**src/pkg/dcc_map.svh**
```systemverilog
// Register indices, bit positions and reset values of the comparator block
`ifndef DCC_MAP_SVH
`define DCC_MAP_SVH
// Register indices; byte address is four times the index
`define DCC_IDX_PORT 10'h005
`define DCC_IDX_INTM 10'h00B
`define DCC_IDX_FLG2 10'h00D
`define DCC_IDX_DIR 10'h085
`define DCC_IDX_ENA2 10'h08D
`define DCC_IDX_CMP 10'h09C
// Bit positions
`define DCC_B_TWO_RES 7
`define DCC_B_ONE_RES 6
`define DCC_B_TWO_INV 5
`define DCC_B_ONE_INV 4
`define DCC_B_SWITCH 3
`define DCC_B_GIE 7
`define DCC_B_PERIPHERAL_IRQ_ENABLE 6
`define DCC_B_FLAG 6
`define DCC_B_ENA 6
`define DCC_PIN_FOUR 4
`define DCC_PIN_FIVE 5
// Reset values
`define DCC_RST_CMP 8'h07
`define DCC_RST_INTM 8'h00
`define DCC_RST_DIR 6'h3F
`define DCC_RST_PORT 6'h00
// Modes that drive results onto pins four and five
`define DCC_PIN_OUT_MODES 8'h08
`endif

```
**src/pkg/dcc_pkg.sv**
```systemverilog
// Types shared by the comparator control block
package dcc_pkg;
   typedef enum logic [2:0] {
      DCC_M_000 = 3'b000,
      DCC_M_001 = 3'b001,
      DCC_M_010 = 3'b010,
      DCC_M_011 = 3'b011,
      DCC_M_100 = 3'b100,
      DCC_M_101 = 3'b101,
      DCC_M_REF = 3'b110,
      DCC_M_OFF = 3'b111
   } dcc_mode_t;
endpackage
```
**src/hw/dcc_route.sv**
```systemverilog
// Mode decoder for comparator input and output routing
`timescale 1ns/10ps
`include "dcc_map.svh"
module dcc_route (
   input wire dcc_pkg::dcc_mode_t mode, // Routing mode field
   input wire logic sw,                 // Negative input switch
   output logic cmp_on,                 // Comparators powered
   output logic vref_pos,               // Reference on positive inputs
   output logic neg_alt,                // Negatives on pins three, two
   output logic [3:0] an_mask,          // Pins zero..three analog
   output logic pin_route               // Results onto pins four, five
);
   localparam logic [7:0] PIN_MODES = `DCC_PIN_OUT_MODES;

   // Pure decode; the caller registers the results
   always_comb begin
      cmp_on = (mode != dcc_pkg::DCC_M_OFF);
      vref_pos = (mode == dcc_pkg::DCC_M_REF);
      neg_alt = (mode == dcc_pkg::DCC_M_REF) && sw;
      an_mask = cmp_on ? 4'hF : 4'h0;
      pin_route = PIN_MODES[mode];
   end
endmodule

```
**src/hw/dcc_sync.sv**
```systemverilog
// Two-flop synchroniser for asynchronous inputs
`timescale 1ns/10ps
module dcc_sync #(
   parameter int W = 2
) (
   input wire logic clk,        // Clock
   input wire logic rst_n,      // Async reset, active low
   input wire logic ce,         // Clock enable
   input wire logic [W-1:0] d,  // Asynchronous input
   output logic [W-1:0] q       // Synchronised output
);
   typedef struct packed {
      logic [W-1:0] m1;
      logic [W-1:0] m2;
   } dcc_sync_t;
   dcc_sync_t st, next_st;

   if (W < 1) begin : g_chk
      $error("dcc_sync: W must be at least 1");
   end

   // First stage feeds only the second
   always_comb begin
      next_st = st;
      if (ce) begin
         next_st.m1 = d;
         next_st.m2 = st.m1;
      end
   end

   always_ff @(posedge clk or negedge rst_n) begin
      if (!rst_n) begin
         st <= '0;
      end else begin
         st <= next_st;
      end
   end

   assign q = st.m2;
endmodule

```
**src/hw/dcc_top.sv**
```systemverilog
// Comparator control, status and change-interrupt logic with APB access
//
// Register access over APB was chosen for this implementation.
`timescale 1ns/10ps
`include "dcc_map.svh"
module dcc_top #(
   parameter int ADDR_W = 12
) (
   input wire logic pclk,                 // Bus clock, 20 MHz
   input wire logic presetn,              // Async reset, active low
   input wire logic ce,                   // Clock enable, freezes state
   input wire logic psel,                 // APB select
   input wire logic penable,              // APB enable
   input wire logic pwrite,               // APB direction
   input wire logic [ADDR_W-1:0] paddr,   // APB byte address
   input wire logic [31:0] pwdata,        // APB write data
   output logic [31:0] prdata,            // APB read data
   output logic pready,                   // APB ready
   output logic pslverr,                  // APB error
   input wire logic cmp_one_raw,          // Analog result, comparator one
   input wire logic cmp_two_raw,          // Analog result, comparator two
   input wire logic [5:0] pin_in,         // Port pin levels
   output logic [5:0] pin_out,            // Port pin drive levels
   output logic [5:0] pin_oe,             // Port pin drive enables
   output logic irq,                      // Interrupt request
   output logic wake_req,                 // Wake from sleep
   output logic cmp_power,                // Comparators powered
   output logic vref_to_pos,              // Reference on positive inputs
   output logic neg_input_alt,            // Negatives on pins three, two
   output logic [3:0] analog_mask         // Pins zero..three analog
);
   typedef struct packed {
      logic two_inv;
      logic one_inv;
      logic sw;
      dcc_pkg::dcc_mode_t mode;
      logic [7:0] intm;
      logic flag;
      logic ena;
      logic [5:0] dir;
      logic [5:0] lat;
      logic [1:0] seen;
      logic [7:0] rdata;
      logic rdy;
      logic err;
      logic irq;
      logic wake;
      logic pwr;
      logic vpos;
      logic nalt;
      logic [3:0] amask;
      logic route;
      logic [5:0] oe;
   } dcc_state_t;
   dcc_state_t st, next_st;

   if (ADDR_W < 12) begin : g_chk
      $error("dcc_top: ADDR_W must be at least 12");
   end

   ////////////////////////////////////////////////////////////////////////
   // Input synchronisers and mode decode

   logic [1:0] res_s;
   logic [5:0] pin_s;
   logic d_pwr, d_vpos, d_nalt, d_route;
   logic [3:0] d_amask;

   dcc_sync #(.W(2)) u_res_sync (
      .clk(pclk),
      .rst_n(presetn),
      .ce(ce),
      .d({cmp_two_raw, cmp_one_raw}),
      .q(res_s)
   );

   dcc_sync #(.W(6)) u_pin_sync (
      .clk(pclk),
      .rst_n(presetn),
      .ce(ce),
      .d(pin_in),
      .q(pin_s)
   );

   dcc_route u_route (
      .mode(st.mode),
      .sw(st.sw),
      .cmp_on(d_pwr),
      .vref_pos(d_vpos),
      .neg_alt(d_nalt),
      .an_mask(d_amask),
      .pin_route(d_route)
   );

   ////////////////////////////////////////////////////////////////////////
   // Result polarity and mismatch detection

   logic [1:0] cur;
   logic one_res, two_res, mism, set_req;
   logic [9:0] idx;
   logic bad_addr, setup, acc, wr, cmp_acc;

   // Synchronised results are taken as low while the comparators are off
   assign cur = st.pwr ? res_s : 2'b00;
   assign one_res = cur[0] ^ st.one_inv;
   assign two_res = cur[1] ^ st.two_inv;

   assign idx = paddr[11:2];
   assign bad_addr = (paddr[1:0] != 2'b00) || ((paddr >> 12) != '0);
   assign setup = psel && !penable && !st.rdy;
   assign acc = psel && penable && st.rdy;
   assign wr = acc && pwrite && !st.err;
   assign cmp_acc = acc && !st.err && (idx == `DCC_IDX_CMP);

   // Compared every cycle; a control register access in the same cycle hides the change
   assign mism = (cur != st.seen);
   assign set_req = mism && !cmp_acc;

   ////////////////////////////////////////////////////////////////////////
   // Next state

   logic [7:0] rd;
   logic rd_err;

   always_comb begin
      next_st = st;
      rd = 8'h00;
      rd_err = 1'b0;
      // Address decode in the setup cycle
      if (bad_addr) begin
         rd_err = 1'b1;
      end else if (idx == `DCC_IDX_PORT) begin
         rd = {2'b00, pin_s & ~{2'b00, st.amask}};
      end else if (idx == `DCC_IDX_INTM) begin
         rd = st.intm;
      end else if (idx == `DCC_IDX_FLG2) begin
         rd[`DCC_B_FLAG] = st.flag;
      end else if (idx == `DCC_IDX_DIR) begin
         rd = {2'b00, st.dir};
      end else if (idx == `DCC_IDX_ENA2) begin
         rd[`DCC_B_ENA] = st.ena;
      end else if (idx == `DCC_IDX_CMP) begin
         rd = {two_res, one_res, st.two_inv, st.one_inv, st.sw, st.mode};
      end else begin
         rd_err = 1'b1;
      end
      if (ce) begin
         // No wait state: ready raised at the setup edge
         next_st.rdy = setup;
         if (setup) begin
            next_st.rdata = pwrite ? 8'h00 : rd;
            next_st.err = rd_err;
         end else begin
            next_st.err = 1'b0;
         end
         if (wr && idx == `DCC_IDX_INTM) begin
            next_st.intm = pwdata[7:0];
         end
         if (wr && idx == `DCC_IDX_PORT) begin
            next_st.lat = pwdata[5:0];
         end
         if (wr && idx == `DCC_IDX_DIR) begin
            next_st.dir = pwdata[5:0];
         end
         if (wr && idx == `DCC_IDX_ENA2) begin
            next_st.ena = pwdata[`DCC_B_ENA];
         end
         // Result bits are not written: they track the comparators
         if (wr && idx == `DCC_IDX_CMP) begin
            next_st.two_inv = pwdata[`DCC_B_TWO_INV];
            next_st.one_inv = pwdata[`DCC_B_ONE_INV];
            next_st.sw = pwdata[`DCC_B_SWITCH];
            next_st.mode = dcc_pkg::dcc_mode_t'(pwdata[2:0]);
         end
         // Any control access relatches and ends the mismatch
         if (cmp_acc) begin
            next_st.seen = cur;
         end
         // Hardware set wins over a software clear
         if (set_req) begin
            next_st.flag = 1'b1;
         end else if (wr && idx == `DCC_IDX_FLG2) begin
            next_st.flag = pwdata[`DCC_B_FLAG];
         end
         // Registered views; flag sets even with enables clear
         next_st.irq = st.flag && st.ena && st.intm[`DCC_B_PERIPHERAL_IRQ_ENABLE]
            && st.intm[`DCC_B_GIE];
         next_st.wake = st.flag && st.ena && st.intm[`DCC_B_PERIPHERAL_IRQ_ENABLE];
         next_st.pwr = d_pwr;
         next_st.vpos = d_vpos;
         next_st.nalt = d_nalt;
         next_st.amask = d_amask;
         next_st.route = d_route;
         next_st.oe = ~st.dir;
      end
   end

   ////////////////////////////////////////////////////////////////////////
   // State register; reset lands in the comparators-off mode

   always_ff @(posedge pclk or negedge presetn) begin
      if (!presetn) begin
         st <= '0;
         st.mode <= dcc_pkg::dcc_mode_t'(3'(`DCC_RST_CMP));
         st.intm <= `DCC_RST_INTM;
         st.dir <= `DCC_RST_DIR;
         st.lat <= `DCC_RST_PORT;
         st.oe <= ~`DCC_RST_DIR;
      end else begin
         st <= next_st;
      end
   end

   ////////////////////////////////////////////////////////////////////////
   // Outputs

   assign prdata = {24'h000000, st.rdata};
   assign pready = st.rdy;
   assign pslverr = st.err;
   assign irq = st.irq;
   assign wake_req = st.wake;
   assign cmp_power = st.pwr;
   assign vref_to_pos = st.vpos;
   assign neg_input_alt = st.nalt;
   assign analog_mask = st.amask;
   assign pin_oe = st.oe;

   // Routed results skip the synchroniser, so pins follow the analog edge
   always_comb begin
      pin_out = st.lat;
      if (st.route) begin
         pin_out[`DCC_PIN_FOUR] = cmp_one_raw ^ st.one_inv;
         pin_out[`DCC_PIN_FIVE] = cmp_two_raw ^ st.two_inv;
      end
   end

   ////////////////////////////////////////////////////////////////////////
   // Assertions

   logic rd_cmp_setup, rd_port_setup;
   assign rd_cmp_setup = setup && !pwrite && !bad_addr
      && idx == `DCC_IDX_CMP && ce;
   assign rd_port_setup = setup && !pwrite && !bad_addr
      && idx == `DCC_IDX_PORT && ce;

   property p_two_status;
      @(posedge pclk) disable iff (!presetn)
      rd_cmp_setup |=> prdata[7] == $past(cur[1] ^ st.two_inv);
   endproperty
   a_two_status: assert property (p_two_status)
      else $error("result two status wrong");

   property p_one_status;
      @(posedge pclk) disable iff (!presetn)
      rd_cmp_setup |=> prdata[6] == $past(cur[0] ^ st.one_inv);
   endproperty
   a_one_status: assert property (p_one_status)
      else $error("result one status wrong");

   property p_mode_write;
      @(posedge pclk) disable iff (!presetn)
      (ce && wr && idx == `DCC_IDX_CMP) |=> st.mode == $past(pwdata[2:0])
         && !pready;
   endproperty
   a_mode_write: assert property (p_mode_write)
      else $error("mode field not written");

   property p_ref_mode;
      @(posedge pclk) disable iff (!presetn)
      (ce && st.mode == dcc_pkg::DCC_M_REF) |=> vref_to_pos
         && neg_input_alt == $past(st.sw);
   endproperty
   a_ref_mode: assert property (p_ref_mode)
      else $error("reference mode routing wrong");

   property p_port_analog;
      @(posedge pclk) disable iff (!presetn)
      rd_port_setup |=> (prdata[3:0] & $past(st.amask)) == 4'h0;
   endproperty
   a_port_analog: assert property (p_port_analog)
      else $error("analog pin read nonzero");

   property p_flag_set;
      @(posedge pclk) disable iff (!presetn)
      (ce && mism && !cmp_acc) |=> st.flag;
   endproperty
   a_flag_set: assert property (p_flag_set)
      else $error("mismatch did not set flag");

   property p_flag_clear;
      @(posedge pclk) disable iff (!presetn)
      (ce && !set_req && wr && idx == `DCC_IDX_FLG2
         && !pwdata[`DCC_B_FLAG]) |=> !st.flag;
   endproperty
   a_flag_clear: assert property (p_flag_clear)
      else $error("flag not cleared by write");

   property p_irq_gate;
      @(posedge pclk) disable iff (!presetn)
      (ce && !st.ena) |=> !irq;
   endproperty
   a_irq_gate: assert property (p_irq_gate)
      else $error("request raised while disabled");

   property p_irq_raise;
      @(posedge pclk) disable iff (!presetn)
      (ce && st.flag && st.ena && st.intm[`DCC_B_PERIPHERAL_IRQ_ENABLE]
         && st.intm[`DCC_B_GIE]) |=> irq && wake_req;
   endproperty
   a_irq_raise: assert property (p_irq_raise)
      else $error("enabled flag gave no request");

   property p_relatch;
      @(posedge pclk) disable iff (!presetn)
      (ce && cmp_acc) |=> st.seen == $past(cur);
   endproperty
   a_relatch: assert property (p_relatch)
      else $error("access did not relatch results");

   property p_dir_oe;
      @(posedge pclk) disable iff (!presetn)
      (ce && !st.dir[`DCC_PIN_FIVE]) |=> pin_oe[`DCC_PIN_FIVE];
   endproperty
   a_dir_oe: assert property (p_dir_oe)
      else $error("direction bit ignored");

   c_irq: cover property (@(posedge pclk) disable iff (!presetn)
      $rose(irq));
   c_flag_miss: cover property (@(posedge pclk) disable iff (!presetn)
      mism && cmp_acc);
   c_pin_route: cover property (@(posedge pclk) disable iff (!presetn)
      st.route && pin_oe[`DCC_PIN_FOUR]);
endmodule

```
**config.mk**
```make
export PLATFORM = sky130hd
export DESIGN_NAME = dcc_top
export DESIGN_NICKNAME = d
export VERILOG_FILES = /design/src/pkg/dcc_pkg.sv /design/src/hw/dcc_route.sv /design/src/hw/dcc_sync.sv /design/src/hw/dcc_top.sv
export VERILOG_INCLUDE_DIRS = /design/src /design/src/pkg
export SDC_FILE = /design/constraint.sdc
export NUM_CORES = 1
export LEC_CHECK = 0
export BUFFER_PORTS_ARGS = -buffer_cell sky130_fd_sc_hd__buf_2
export CORE_MARGIN = 2
export CORE_UTILIZATION = 40
export CTS_BUF_LIST = sky130_fd_sc_hd__clkbuf_16
export DETAILED_ROUTE_END_ITERATION = 6
export MAX_ROUTING_LAYER = met4
export PLACE_DENSITY = 0.66
export SYNTH_ARGS = -nofsm -noshare
export SYNTH_HDL_FRONTEND = slang
export SYNTH_SLANG_ARGS = --single-unit
export TNS_END_PERCENT = 30
```
**constraint.sdc**
```tcl
create_clock -name pclk -period 4.6 [get_ports pclk]
set_input_delay 0.92 -clock pclk [delete_from_list [all_inputs] [get_ports pclk]]
set_output_delay 0.92 -clock pclk [all_outputs]
set_load 0.1 [all_outputs]
```
---- Word-level counts from Yosys, hierarchy flattened ----
Memories as Yosys holds them, arrays and structs flattened. A register that Yosys moved wholly into a read port is not among the register bits.
Cells that the tools add are included.
word-level totals
  bits in registers ....................... 71
  ROM bits ................................ 8
  input port bits ......................... 58
  logic and storage cells ................. 100
  memories kept ........................... 1
cells by class
  equal/unequal tests ..................... 9
  multiplexer cells ....................... 25
  bitwise operators ....................... 7
  reductions and logical operators ........ 34
memories
  name             words  bits a word  read ports  clocked after memory_dff  write ports  RTL line         text
  (no name shown)  8      1            1           1                         0            dcc_route.sv:21  pin_route = PIN_MODES[mode];
operator list
  kind                   count
  $mux W8                6
  $eq A10 B8 Y1 const B  3
  $eq A10 B4 Y1 const B  2
  $logic_and A1 B1 Y1    19
  $reduce_and A2 Y1      8
  $mux W1                14
  $mux W6                2
  $eq A10 B3 Y1 const B  1
  $and A6 B6 Y6          1
  $not A4 Y6             1
  $not A6 Y6             1
  $logic_not A1 Y1       5
  $mux W2                2
  $mux W4                1
  $reduce_bool A2 Y1     2
  $xor A1 B1 Y1          4
  $eq A3 B3 Y1 const B   1
  $ne A3 B3 Y1 const B   1
  $ne A2 B2 Y1           1

---- Logic depth before layout (Yosys ltp) ----
Gate-level depths: netlist of run 1.
  depth after elaboration ................. 10
  depth in mapped cells ................... 6
  depth with buffers taken out ............ 4

---- Modules after synthesis ----
Synthesis of run 1 repeated with hierarchy kept, for this count alone.
second synthesis, totals
  cell total of the unflattened synthesis .. 324
  area total of the unflattened synthesis .. 3758.6 sq um
modules (own cells, without submodules)
  module                 times used  cells an instance  area each (sq um)
  dcc_top                1           275                3004.1
  dcc_sync (u_pin_sync)  1           31                 529.3
  dcc_sync (u_res_sync)  1           10                 160.2
  dcc_route              1           8                  65.1

---- Worst setup path after synthesis of run 1 ----
OpenSTA, ideal clock, no wires.
  path kind ............................... in2out
  from .................................... input port cmp_two_raw
  to ...................................... output port pin_out[5]
  data arrival time ....................... 2517 ps
  required time ........................... 3680 ps
  setup slack ............................. 1163 ps
  stages .................................. 2
  buffers on the path ..................... 0
  cell sequence ........................... xnor2_1 -> a21oi_1
on the way
  longest elaborated chain between the ends .. 2
RTL lines
  element             RTL line        text
  start: declaration  dcc_top.sv:21   input wire logic cmp_two_raw,
  $xor A1 B1 Y1       dcc_top.sv:233  pin_out[`DCC_PIN_FIVE] = cmp_two_raw ^ st.two_inv;
  $mux W2             dcc_top.sv:231  if (st.route) begin
  end: declaration    dcc_top.sv:23   output logic [5:0] pin_out,
Every way passes these cells.

---- Final worst setup path of run 1 ----
Same ends and word-level chain as after synthesis.

==> results.tsv, run 1 <==
stage	metric	value	unit
run_status	status	finished clean	
synthesis	Synth area leader	dfrtp_1	
synthesis	top-count cell post-synth	dfrtp_1	
place	gpl congestion	0.9080	
synthesis	Mapped Cells	328	
critical_path	Setup CP Type	primary input to output port	
grt	Total GRT Usage	17.33	%
critical_path	Critical Path Sink Type	output port	
critical_path	slowest stage cell, crit path	buf_2	
routing	DR vias	2514	
finish	sequential cell area	0.001713	sq mm
synthesis	synth warn	0	
cts	CTS clk-pin slew, worst paths	0.05	ns
floorplanning	starting density of the core	41.25	%
synthesis	register area share after synthesis	47.62	%
power	leakage	1.819	nW
critical_path	Reg2Reg Depth	5	
routing	antenna viol nets, final	0	
timing	Worst Tran Pin Value	0.6919	ns
power	VDD IR max	0.2203	mV
cts	Longest Clk Path Bufs	2	
timing	FMAX	372.1	MHz
floorplanning	Site Rows	34	
finish	multi-input logic area	0.001519	sq mm
timing	final setup fails	0	
floorplanning	CORE AREA	0.008721	sq mm
critical_path	worst path cell trace	buf_2, xnor2_1, a21oi_1, buf_2	
finish	final-stage net count	428	
cts	TritonCTS clock tree	yes	
place	placed insts	467	
routing	Iter 0 DRT Violations	128	
power	Total Power	0.001399	W
critical_path	RR Startpoint	pready$_DFFE_PN0P_	
grt	first-pass GRT wire length	12630	microns
synthesis	ys flop type	dfrtp_1	
synthesis	top area cells in the synthesized netlist	dfrtp_1, mux2_2, buf_4	
routing	Pre-antenna DRT Iters	4	
timing	Max-slew headroom	53.45	%
timing	Post-Route Skew	0.005837	ns
routing	DRC	0	
job	max_cap viols	0	
timing	RSZ-0062 raised after global routing	false	
cts	# Post-CTS Setup Buffers	0	
hold_path	worst min path class	register to register	
hold_path	WHS Path Cells	2	
cts	htree depth	3	
cts	# hold bufs at CTS	0	
place	Port Buffer Count	64	
timing	Final TNS setup	0	ns
synthesis	register bit total from synthesis	68	
hold_path	Worst Hold Endpoint	u_pin_sync.q[3]$_DFFE_PN0P_	
place	Cell Area, Placed	0.003766	sq mm
synthesis	fraction of registers with async set/reset	100.0	%
synthesis	area share of the largest cell type after synthesis	41.04	%
timing	final-report hold violation count	0	
finish	Area Overhead vs Synth	11.65	%
floorplanning	die area	0.009767	sq mm
floorplanning	Boundary Pins	113	
finish	Non-Filler Instances	482	
critical_path	most used cell, CP	buf_2	
critical_path	CP required	3.68	ns
routing	DR vias/cell	5.216	
cts	clk root buf	clkbuf_16	
finish	Ant. Diodes	0	
grt	initial antenna violation count	0	
floorplanning	Die Y	98.83	microns
floorplanning	DIE WIDTH	98.83	microns
cts	post-CTS sizing	0	
power	pwr dens	348.3	mW/mm^2
finish	Layout Cell Area excl Fill	0.004016	sq mm
place	Post-DP HPWL	5713	microns
routing	drt total wl	7777	microns
grt	gr ovfl total	0	
synthesis	top cells by count, synth	dfrtp_1, buf_4, mux2_2	
critical_path	critical path arrival	1.77	ns
routing	WL/cell	16.13	microns
finish	Fill cells	822	
critical_path	RR Endpoint	prdata[2]$_DFFE_PN0P_	
cts	clock insertion delay at the later pin of the skew report	0.33	ns
grt	pin count of the biggest net entering global routing	47	
critical_path	CP peak stage delay	0.44	ns
timing	Final Critical Period	2.687	ns
timing	max-slew violation count	0	
synthesis	synthesized area per cell	10.97	sq um
synthesis	synthesized area	0.003597	sq mm
synthesis	Yosys cell types	54	
cts	clock sinks	68	
synthesis	Post-synth EDFFs	0	
hold_path	worst hold start	u_pin_sync.st[9]$_DFFE_PN0P_	
critical_path	worst-path fanout max	2	
critical_path	critical path launch point type	primary input	
cts	CTS buffer count	9	
grt	vias in the first global route	2413	
timing	fin crit share	58.42	%
finish	layout cells sized above 1	37.17	%
critical_path	Worst R2R Setup Slack	2.32	ns
## critical path, delay by kind of cell
family / cells / cell delay (ns)
compound gates: 1 / 0.15
xor+xnor: 1 / 0.14
buf+inv: 2 / 0.55
## cells in the final DEF (no fill, tap or decap), types with 3 or more instances in the layout
cell type and n:
buf_2 64, dfrtp_1 59, mux2_2 39, conb_1 24, nand2_1 21, inv_1 14
o21ai_0 14, a21oi_1 10, clkbuf_16 9, dfstp_2 9, nor2_1 8, nand3_1 8
o31ai_1 5, nor4_1 5, a22oi_1 5, xnor2_1 4, nand2b_1 4, nand4_1 4
a31o_2 4, a2bb2oi_1 4, o41a_1 4, buf_4 4, mux2i_1 3, nor3_1 3
nor2b_1 3, o22ai_1 3, o211ai_1 3, nand4bb_1 3, clkinv_1 3
## cells by family (layout without fill, tap and decap cells)
logic type | count (synthesis) | in the layout | synth area share [%]
compound gates | 63 | 63 | 12.31
xor+xnor | 5 | 5 | 1.217
buf+inv | 73 | 96 | 12.73
flops | 68 | 68 | 47.62
mux | 43 | 43 | 13.46
other cells | 1 | 24 | 0.1042
simple gates | 75 | 75 | 12.56
## per-stage QoR
step,hold WS (ns),utilization [%],setup WS (ns)
3_3_place_gp,0.4651,43.19,1.714
6_report,0.4872,46.05,1.913
4_1_cts,0.4904,46.05,1.897
5_1_grt,0.5235,46.05,1.858
2_1_floorplan,0.4492,-,1.163
3_5_place_dp,0.4787,43.19,1.682
## area by class of cell
cell class,instances,area share [%]
clock buffers,9,5.607
clock inverters,6,0.6231
inverters,13,1.215
multi-input cells,210,37.82
flip-flops and latches,68,42.65
well taps,108,3.364
repair buffers,68,8.723
## where the power goes
part | total [W] | switching [W] | internal (W)
clock network | 0.000581 | 0.000230 | 0.000351
registers | 0.000629 | 0.0000116 | 0.000618
logic | 0.000189 | 0.000150 | 0.0000388
total | 0.00140 | 0.000392 | 0.00101
## state kept, by name, summed over array words and instances (netlist names)
| register | count |
|---|---|
| pin_out | 4 |
| st | 27 |
| prdata | 8 |
| pslverr | 1 |
| analog_mask | 1 |
| u_pin_sync.st | 6 |
| u_res_sync.st | 2 |
| u_res_sync.q | 2 |
| vref_to_pos | 1 |
| pin_oe | 6 |
| wake_req | 1 |
| irq | 1 |
| pready | 1 |
| neg_input_alt | 1 |
| u_pin_sync.q | 6 |
## worst max-delay path by stage
stage / startpoint / end / slack (ns) / cells past startpoint
6_report: cmp_two_raw / pin_out[5] / 1.91 / 4
5_1_grt: penable / prdata[3]$_DFFE_PN0P_ / 1.86 / 6
4_1_cts: cmp_two_raw / pin_out[5] / 1.90 / 4
3_5_place_dp: paddr[11] / st[32]$_DFFE_PN0P_ / 1.68 / 6
3_3_place_gp: paddr[11] / st[32]$_DFFE_PN0P_ / 1.71 / 6
2_1_floorplan: cmp_two_raw / pin_out[5] / 1.16 / 2
## per-layer routing
layer / wire, microns / part of all wire (%) / track usage [%]
met1: 3659 / 47 / 23.30
met2: 3486 / 45 / 25.31
met3: 478 / 6.1 / 3.546
met4: 153 / 2.0 / 7.903
met5: 0 / 0 / -
No activity file was read; power rests on OpenSTA's default activity.
==> run 2, diff against run 1 <==
--- a/config.mk
+++ b/config.mk
@@ -12,7 +12,7 @@
 export CTS_BUF_LIST = sky130_fd_sc_hd__clkbuf_16
 export DETAILED_ROUTE_END_ITERATION = 6
 export MAX_ROUTING_LAYER = met4
-export PLACE_DENSITY = 0.66
+export PLACE_DENSITY = 0.69
 export SYNTH_ARGS = -nofsm -noshare
 export SYNTH_HDL_FRONTEND = slang
 export SYNTH_SLANG_ARGS = --single-unit
==> constraint.sdc (replaced) <==
create_clock -name pclk -period 2.35 [get_ports pclk]
set_input_delay 0.47 -clock pclk [delete_from_list [all_inputs] [get_ports pclk]]
set_output_delay 0.47 -clock pclk [all_outputs]
set_load 0.1 [all_outputs]
==> run 2 against run 1 <==
Effect of this change: largest cell class unchanged; wire length up 4.7%; highest routed layer unchanged; register-to-register slack worse by 1.8 ns; critical path depth down 1; first-iteration DRC count up 36%; global-route usage up 0.38 points.
==> results.tsv, run 2 (synthesis gave the netlist of run 1 again) <==
stage	metric	value	unit
run_status	status	finished clean	
cts	Longest Clk Path Bufs	2	
routing	antenna viol nets, final	0	
place	Port Buffer Count	64	
timing	fin crit share	84.00	%
timing	Max-slew headroom	57.49	%
power	leakage	1.895	nW
power	pwr dens	725.9	mW/mm^2
hold_path	worst min path class	primary input to async pin	
routing	DRC	0	
critical_path	Critical Path Stages	3	
cts	TritonCTS clock tree	yes	
floorplanning	Site Rows	34	
place	Post-DP HPWL	6043	microns
critical_path	critical path arrival	1.50	ns
routing	drt total wl	8141	microns
cts	htree depth	3	
timing	final setup fails	0	
critical_path	delay-heaviest family, CP	buffers and inverters	
cts	CTS clk-pin slew, worst paths	0.06	ns
critical_path	CP required	1.88	ns
finish	Fill cells	794	
finish	most common cell after layout, fill and taps aside	buf_2	
floorplanning	CORE AREA	0.008721	sq mm
floorplanning	die area	0.009767	sq mm
finish	most frequent cells in the layout	buf_2, dfrtp_1, mux2_2, conb_1, nand2_1	
job	max_cap viols	0	
grt	pin count of the biggest net entering global routing	34	
finish	max FFs per register	27	
routing	Pre-antenna DRT Iters	4	
timing	Worst Tran Pin Value	0.6376	ns
finish	Area Overhead vs Synth	15.83	%
routing	DR vias/cell	5.234	
floorplanning	Die Y	98.83	microns
routing	DR vias	2575	
cts	# Post-CTS Setup Buffers	0	
timing	Final Critical Period	1.974	ns
cts	# hold bufs at CTS	0	
grt	gr ovfl total	0	
timing	setup ws final	0.3759	ns
critical_path	Setup CP Type	register to output port	
finish	Ant. Diodes	0	
critical_path	worst-path fanout max	4	
routing	WL/cell	16.55	microns
timing	Final TNS setup	0	ns
timing	final-report hold violation count	0	
critical_path	Worst R2R Setup Slack	0.53	ns
place	placed insts	476	
critical_path	Critical Path Sink Type	output port	
routing	Iter 0 DRT Violations	174	
floorplanning	DIE WIDTH	98.83	microns
cts	post-CTS sizing	0	
timing	RSZ-0062 raised after global routing	false	
critical_path	termination of the worst setup path	pin_out[4]	
power	VDD IR max	0.5343	mV
grt	vias in the first global route	2522	
finish	Non-Filler Instances	492	
critical_path	slowest stage cell, crit path	buf_2	
power	Total Power	0.003024	W
critical_path	worst path cell trace	xnor2_1, a21oi_1, buf_2	
grt	first-pass GRT wire length	13070	microns
finish	layout cells sized above 1	39.84	%
critical_path	Reg2Reg Depth	4	
timing	Min Hold Slack	0.1610	ns
cts	clock sinks	68	
cts	clock insertion delay at the later pin of the skew report	0.33	ns
timing	FMAX	506.6	MHz
grt	initial antenna violation count	0	
timing	max-slew violation count	0	
place	dpl ws	0.1381	ns
finish	Reg with most FFs	st	
critical_path	RR Endpoint	st[53]$_DFFE_PN0P_	
floorplanning	starting density of the core	41.25	%
floorplanning	Boundary Pins	113	
critical_path	RR Startpoint	pslverr$_DFFE_PN0P_	
critical_path	Setup crit start	st[54]$_DFFE_PN0P_	
cts	clk root buf	clkbuf_16	
critical_path	CP peak stage delay	0.45	ns
cts	CTS buffer count	9	
grt	Total GRT Usage	17.71	%
finish	final-stage net count	437	
timing	Post-Route Skew	0.005314	ns
place	gpl congestion	0.9126	
critical_path	CP bufs+invs	1	
critical_path	critical path launch point type	register	
-- run 2: cell types whose count changed in the layout (fill, tap and decap cells not counted), sizes merged --
cell	before	now
bufinv	0	2
inv	14	13
buf	68	77
-- run 2: power breakdown --
group / leakage (nW) / internal (W) / total (W) / switching, W
clock network: 0.157 / 0.000924 / 0.00142 / 0.000494
registers: 0.840 / 0.00121 / 0.00123 / 0.0000212
logic: 0.899 / 0.0000815 / 0.000377 / 0.000296
total: 1.90 / 0.00221 / 0.00302 / 0.000811
-- run 2: worst min path at each step --
| stage | from | endpoint | slack, ns | cells after the start |
|---|---|---|---|---|
| 2_1_floorplan | presetn | analog_mask[2]$_DFFE_PN0P_ | 0.17 | 0 |
| 3_3_place_gp | u_pin_sync.st[6]$_DFFE_PN0P_ | u_pin_sync.q[0]$_DFFE_PN0P_ | 0.46 | 2 |
| 3_5_place_dp | u_pin_sync.st[6]$_DFFE_PN0P_ | u_pin_sync.q[0]$_DFFE_PN0P_ | 0.48 | 2 |
| 4_1_cts | presetn | st[33]$_DFFE_PN0P_ | 0.17 | 1 |
| 5_1_grt | presetn | st[33]$_DFFE_PN0P_ | 0.19 | 1 |
| 6_report | presetn | st[33]$_DFFE_PN0P_ | 0.16 | 1 |
-- run 2: through the flow --
stage                     utilization [%]  instance area (sq um)
after global routing                47.78                   4167
final                               47.78                   4167
after CTS                           47.78                   4167
after detailed placement            44.15                   3850
after global placement              44.15                   3850
after floorplan                         -                   3687
-- run 2: routing by layer --
| metal | track usage (%) | part of all wire [%] | routed length, microns | vias to the layer above |
|---|---|---|---|---|
| li1 | - | - | - | 1215 |
| met1 | 23.77 | 46 | 3717 | 1252 |
| met2 | 25.78 | 46 | 3712 | 104 |
| met3 | 5.887 | 8.0 | 655 | 4 |
| met4 | 4.953 | 0.68 | 55 | 0 |
| met5 | - | 0 | 0 | - |
-- run 2: final cells by class --
class	count	area, sq um	area share, %
Sequential cell	68	1713	41.11
Multi-Input combinational cell	210	1523	36.55
Timing Repair Buffer	77	430.4	10.33
Clock buffer	9	225.2	5.405
Tap cell	108	135.1	3.243
Clock inverter	7	91.34	2.192
Inverter	13	48.80	1.171
==> run 3, diff against run 2 <==
--- a/config.mk
+++ b/config.mk
@@ -12,7 +12,7 @@
 export CTS_BUF_LIST = sky130_fd_sc_hd__clkbuf_16
 export DETAILED_ROUTE_END_ITERATION = 6
 export MAX_ROUTING_LAYER = met4
-export PLACE_DENSITY = 0.69
+export PLACE_DENSITY = 0.66
 export SYNTH_ARGS = -nofsm -noshare
 export SYNTH_HDL_FRONTEND = slang
 export SYNTH_SLANG_ARGS = --single-unit
==> constraint.sdc (replaced) <==
create_clock -name pclk -period 1.9 [get_ports pclk]
set_input_delay 0.38 -clock pclk [delete_from_list [all_inputs] [get_ports pclk]]
set_output_delay 0.38 -clock pclk [all_outputs]
set_load 0.1 [all_outputs]
==> run 3 against run 2 <==
Effect of this change: first-iteration DRC count shrank 25%; die area is the same; design area grew 3.6%; clock-buffer cell count is the same; combinational power grew 26%.
==> results.tsv, run 3 (synthesis gave the netlist of run 1 again) <==
stage	metric	value	unit
run_status	status	finished clean	
cts	Longest Clk Path Bufs	2	
critical_path	CP peak stage delay	0.61	ns
critical_path	worst-path fanout max	13	
floorplanning	die area	0.009767	sq mm
timing	Min Hold Slack	0.04216	ns
critical_path	slowest stage cell, crit path	dfrtp_1	
grt	pin count of the biggest net entering global routing	69	
routing	DR vias	2658	
routing	drt total wl	8146	microns
finish	most frequent cells in the layout	buf_2, dfrtp_1, mux2_2, conb_1, buf_4	
grt	initial antenna violation count	2	
cts	clk root buf	clkbuf_16	
power	Reg power frac	42.1	%
place	Port Buffer Count	64	
cts	CTS clk-pin slew, worst paths	0.06	ns
grt	first-pass GRT wire length	13630	microns
place	placed insts	489	
floorplanning	Boundary Pins	113	
job	max_cap viols	0	
floorplanning	DIE WIDTH	98.83	microns
finish	Non-Filler Instances	507	
critical_path	CP required	1.52	ns
critical_path	critical path arrival	1.45	ns
critical_path	delay-heaviest family, CP	flip-flops	
power	sw frac	27.82	%
critical_path	CP bufs+invs	1	
power	switching power	0.001007	W
cts	TritonCTS clock tree	yes	
finish	final-stage net count	450	
hold_path	worst min path class	primary input to async pin	
power	internal power	0.002612	W
power	pwr dens	838.1	mW/mm^2
routing	DRC	0	
cts	# Post-CTS Setup Buffers	0	
critical_path	worst path cell trace	buf_2	
floorplanning	CORE AREA	0.008721	sq mm
floorplanning	Site Rows	34	
cts	clock insertion delay at the later pin of the skew report	0.33	ns
critical_path	Setup CP Type	register to output port	
timing	Post-Route Skew	0.007380	ns
place	Post-DP HPWL	6069	microns
power	leakage	1.958	nW
timing	max-slew violation count	0	
timing	FMAX	545.5	MHz
floorplanning	starting density of the core	41.25	%
timing	fin crit share	96.48	%
finish	most common cell after layout, fill and taps aside	buf_2	
finish	layout cells sized above 1	42.82	%
finish	Area Overhead vs Synth	20.03	%
power	part of the power in the clock network	44.8	%
routing	antenna viol nets, final	0	
finish	max FFs per register	27	
floorplanning	Die Y	98.83	microns
routing	Iter 0 DRT Violations	130	
grt	vias in the first global route	2673	
timing	final setup fails	0	
grt	Total GRT Usage	18.48	%
critical_path	critical path launch point type	register	
routing	WL/cell	16.07	microns
cts	clock sinks	68	
grt	gr ovfl total	0	
timing	Final Critical Period	1.833	ns
timing	RSZ-0062 raised after global routing	false	
finish	fin util	49.51	%
routing	DR vias/cell	5.243	
power	VDD IR max	0.4774	mV
power	Gate power share	13.1	%
routing	Pre-antenna DRT Iters	4	
timing	final-report hold violation count	0	
cts	CTS buffer count	9	
place	gpl congestion	0.9486	
cts	htree depth	3	
critical_path	Critical Path Sink Type	output port	
finish	Reg with most FFs	st	
run 3: cell types whose count changed in the layout (fill, tap and decap cells not counted), moves of 2 or more:
cell | before | now
buf_12 | 1 | 5
diode_2 | 0 | 2
dfrtp_1 | 59 | 57
buf_4 | 12 | 23
buf_2 | 64 | 62
run 3: power by group through the flow:
| stage | Clock (W) | Sequential (W) | Combinational [W] |
|---|---|---|---|
| 2_1_floorplan | 0 | 0.00157 | 0.000368 |
| 3_3_place_gp | 0 | 0.00154 | 0.000469 |
| 3_5_place_dp | 0 | 0.00155 | 0.000475 |
| 4_1_cts | 0.00165 | 0.00152 | 0.000477 |
| 5_1_grt | 0.00172 | 0.00153 | 0.000508 |
| 6_report | 0.00162 | 0.00152 | 0.000476 |
run 3: final cells by class:
class	instances	area, sq um
Fill cell	825	4403
Sequential cell	68	1718
Multi-Input combinational cell	210	1534
Timing Repair Buffer	90	583.1
Clock buffer	9	225.2
Tap cell	108	135.1
Clock inverter	7	68.82
Inverter	13	48.80
Antenna cell	2	5.005
run 3: worst paths after layout:
check / startpoint / end / slack (ns) / cells after the start
setup / recovery: analog_mask[2]$_DFFE_PN0P_ / analog_mask[2] / 0.07 / 1
hold / removal: presetn / u_res_sync.st[2]$_DFFE_PN0P_ / 0.04 / 2
setup reg to reg: pslverr$_DFFE_PN0P_ / pin_out[3]$_DFFE_PN0P_ / 0.11 / 5
hold reg to reg: prdata[7]$_DFFE_PN0P_ / prdata[7]$_DFFE_PN0P_ / 0.49 / 2
max in group asynchronous: presetn / st[34]$_DFFE_PN1P_ / 1.50 / 2
min in group pclk: pin_in[4] / u_pin_sync.st[10]$_DFFE_PN0P_ / 0.28 / 2
run 3: timing repair:
action | CTS | global route
hold buffers | 0 | 0
setup endpoints to repair | 0 | 6
gates resized for setup | 0 | 2
run 3: routing by layer:
layer	track usage, %	vias up	share of wire [%]
li1	-	1252	-
met1	25.18	1302	47
met2	27.13	99	44
met3	5.957	5	8.0
met4	4.110	0	0.91
met5	-	-	0
run 3: per-stage QoR:
step	instance area [sq um]	setup TNS, ns	power [W]	worst slack [ns]
floorplan	3701	-0.1185	0.001933	-0.09273
global placement	4010	-1.797	0.002014	-0.1252
detailed placement	4010	-2.433	0.002023	-0.1684
CTS	4304	0	0.003649	0.05116
global route	4318	0	0.003760	0.005591
finish	4318	0	0.003619	0.06695
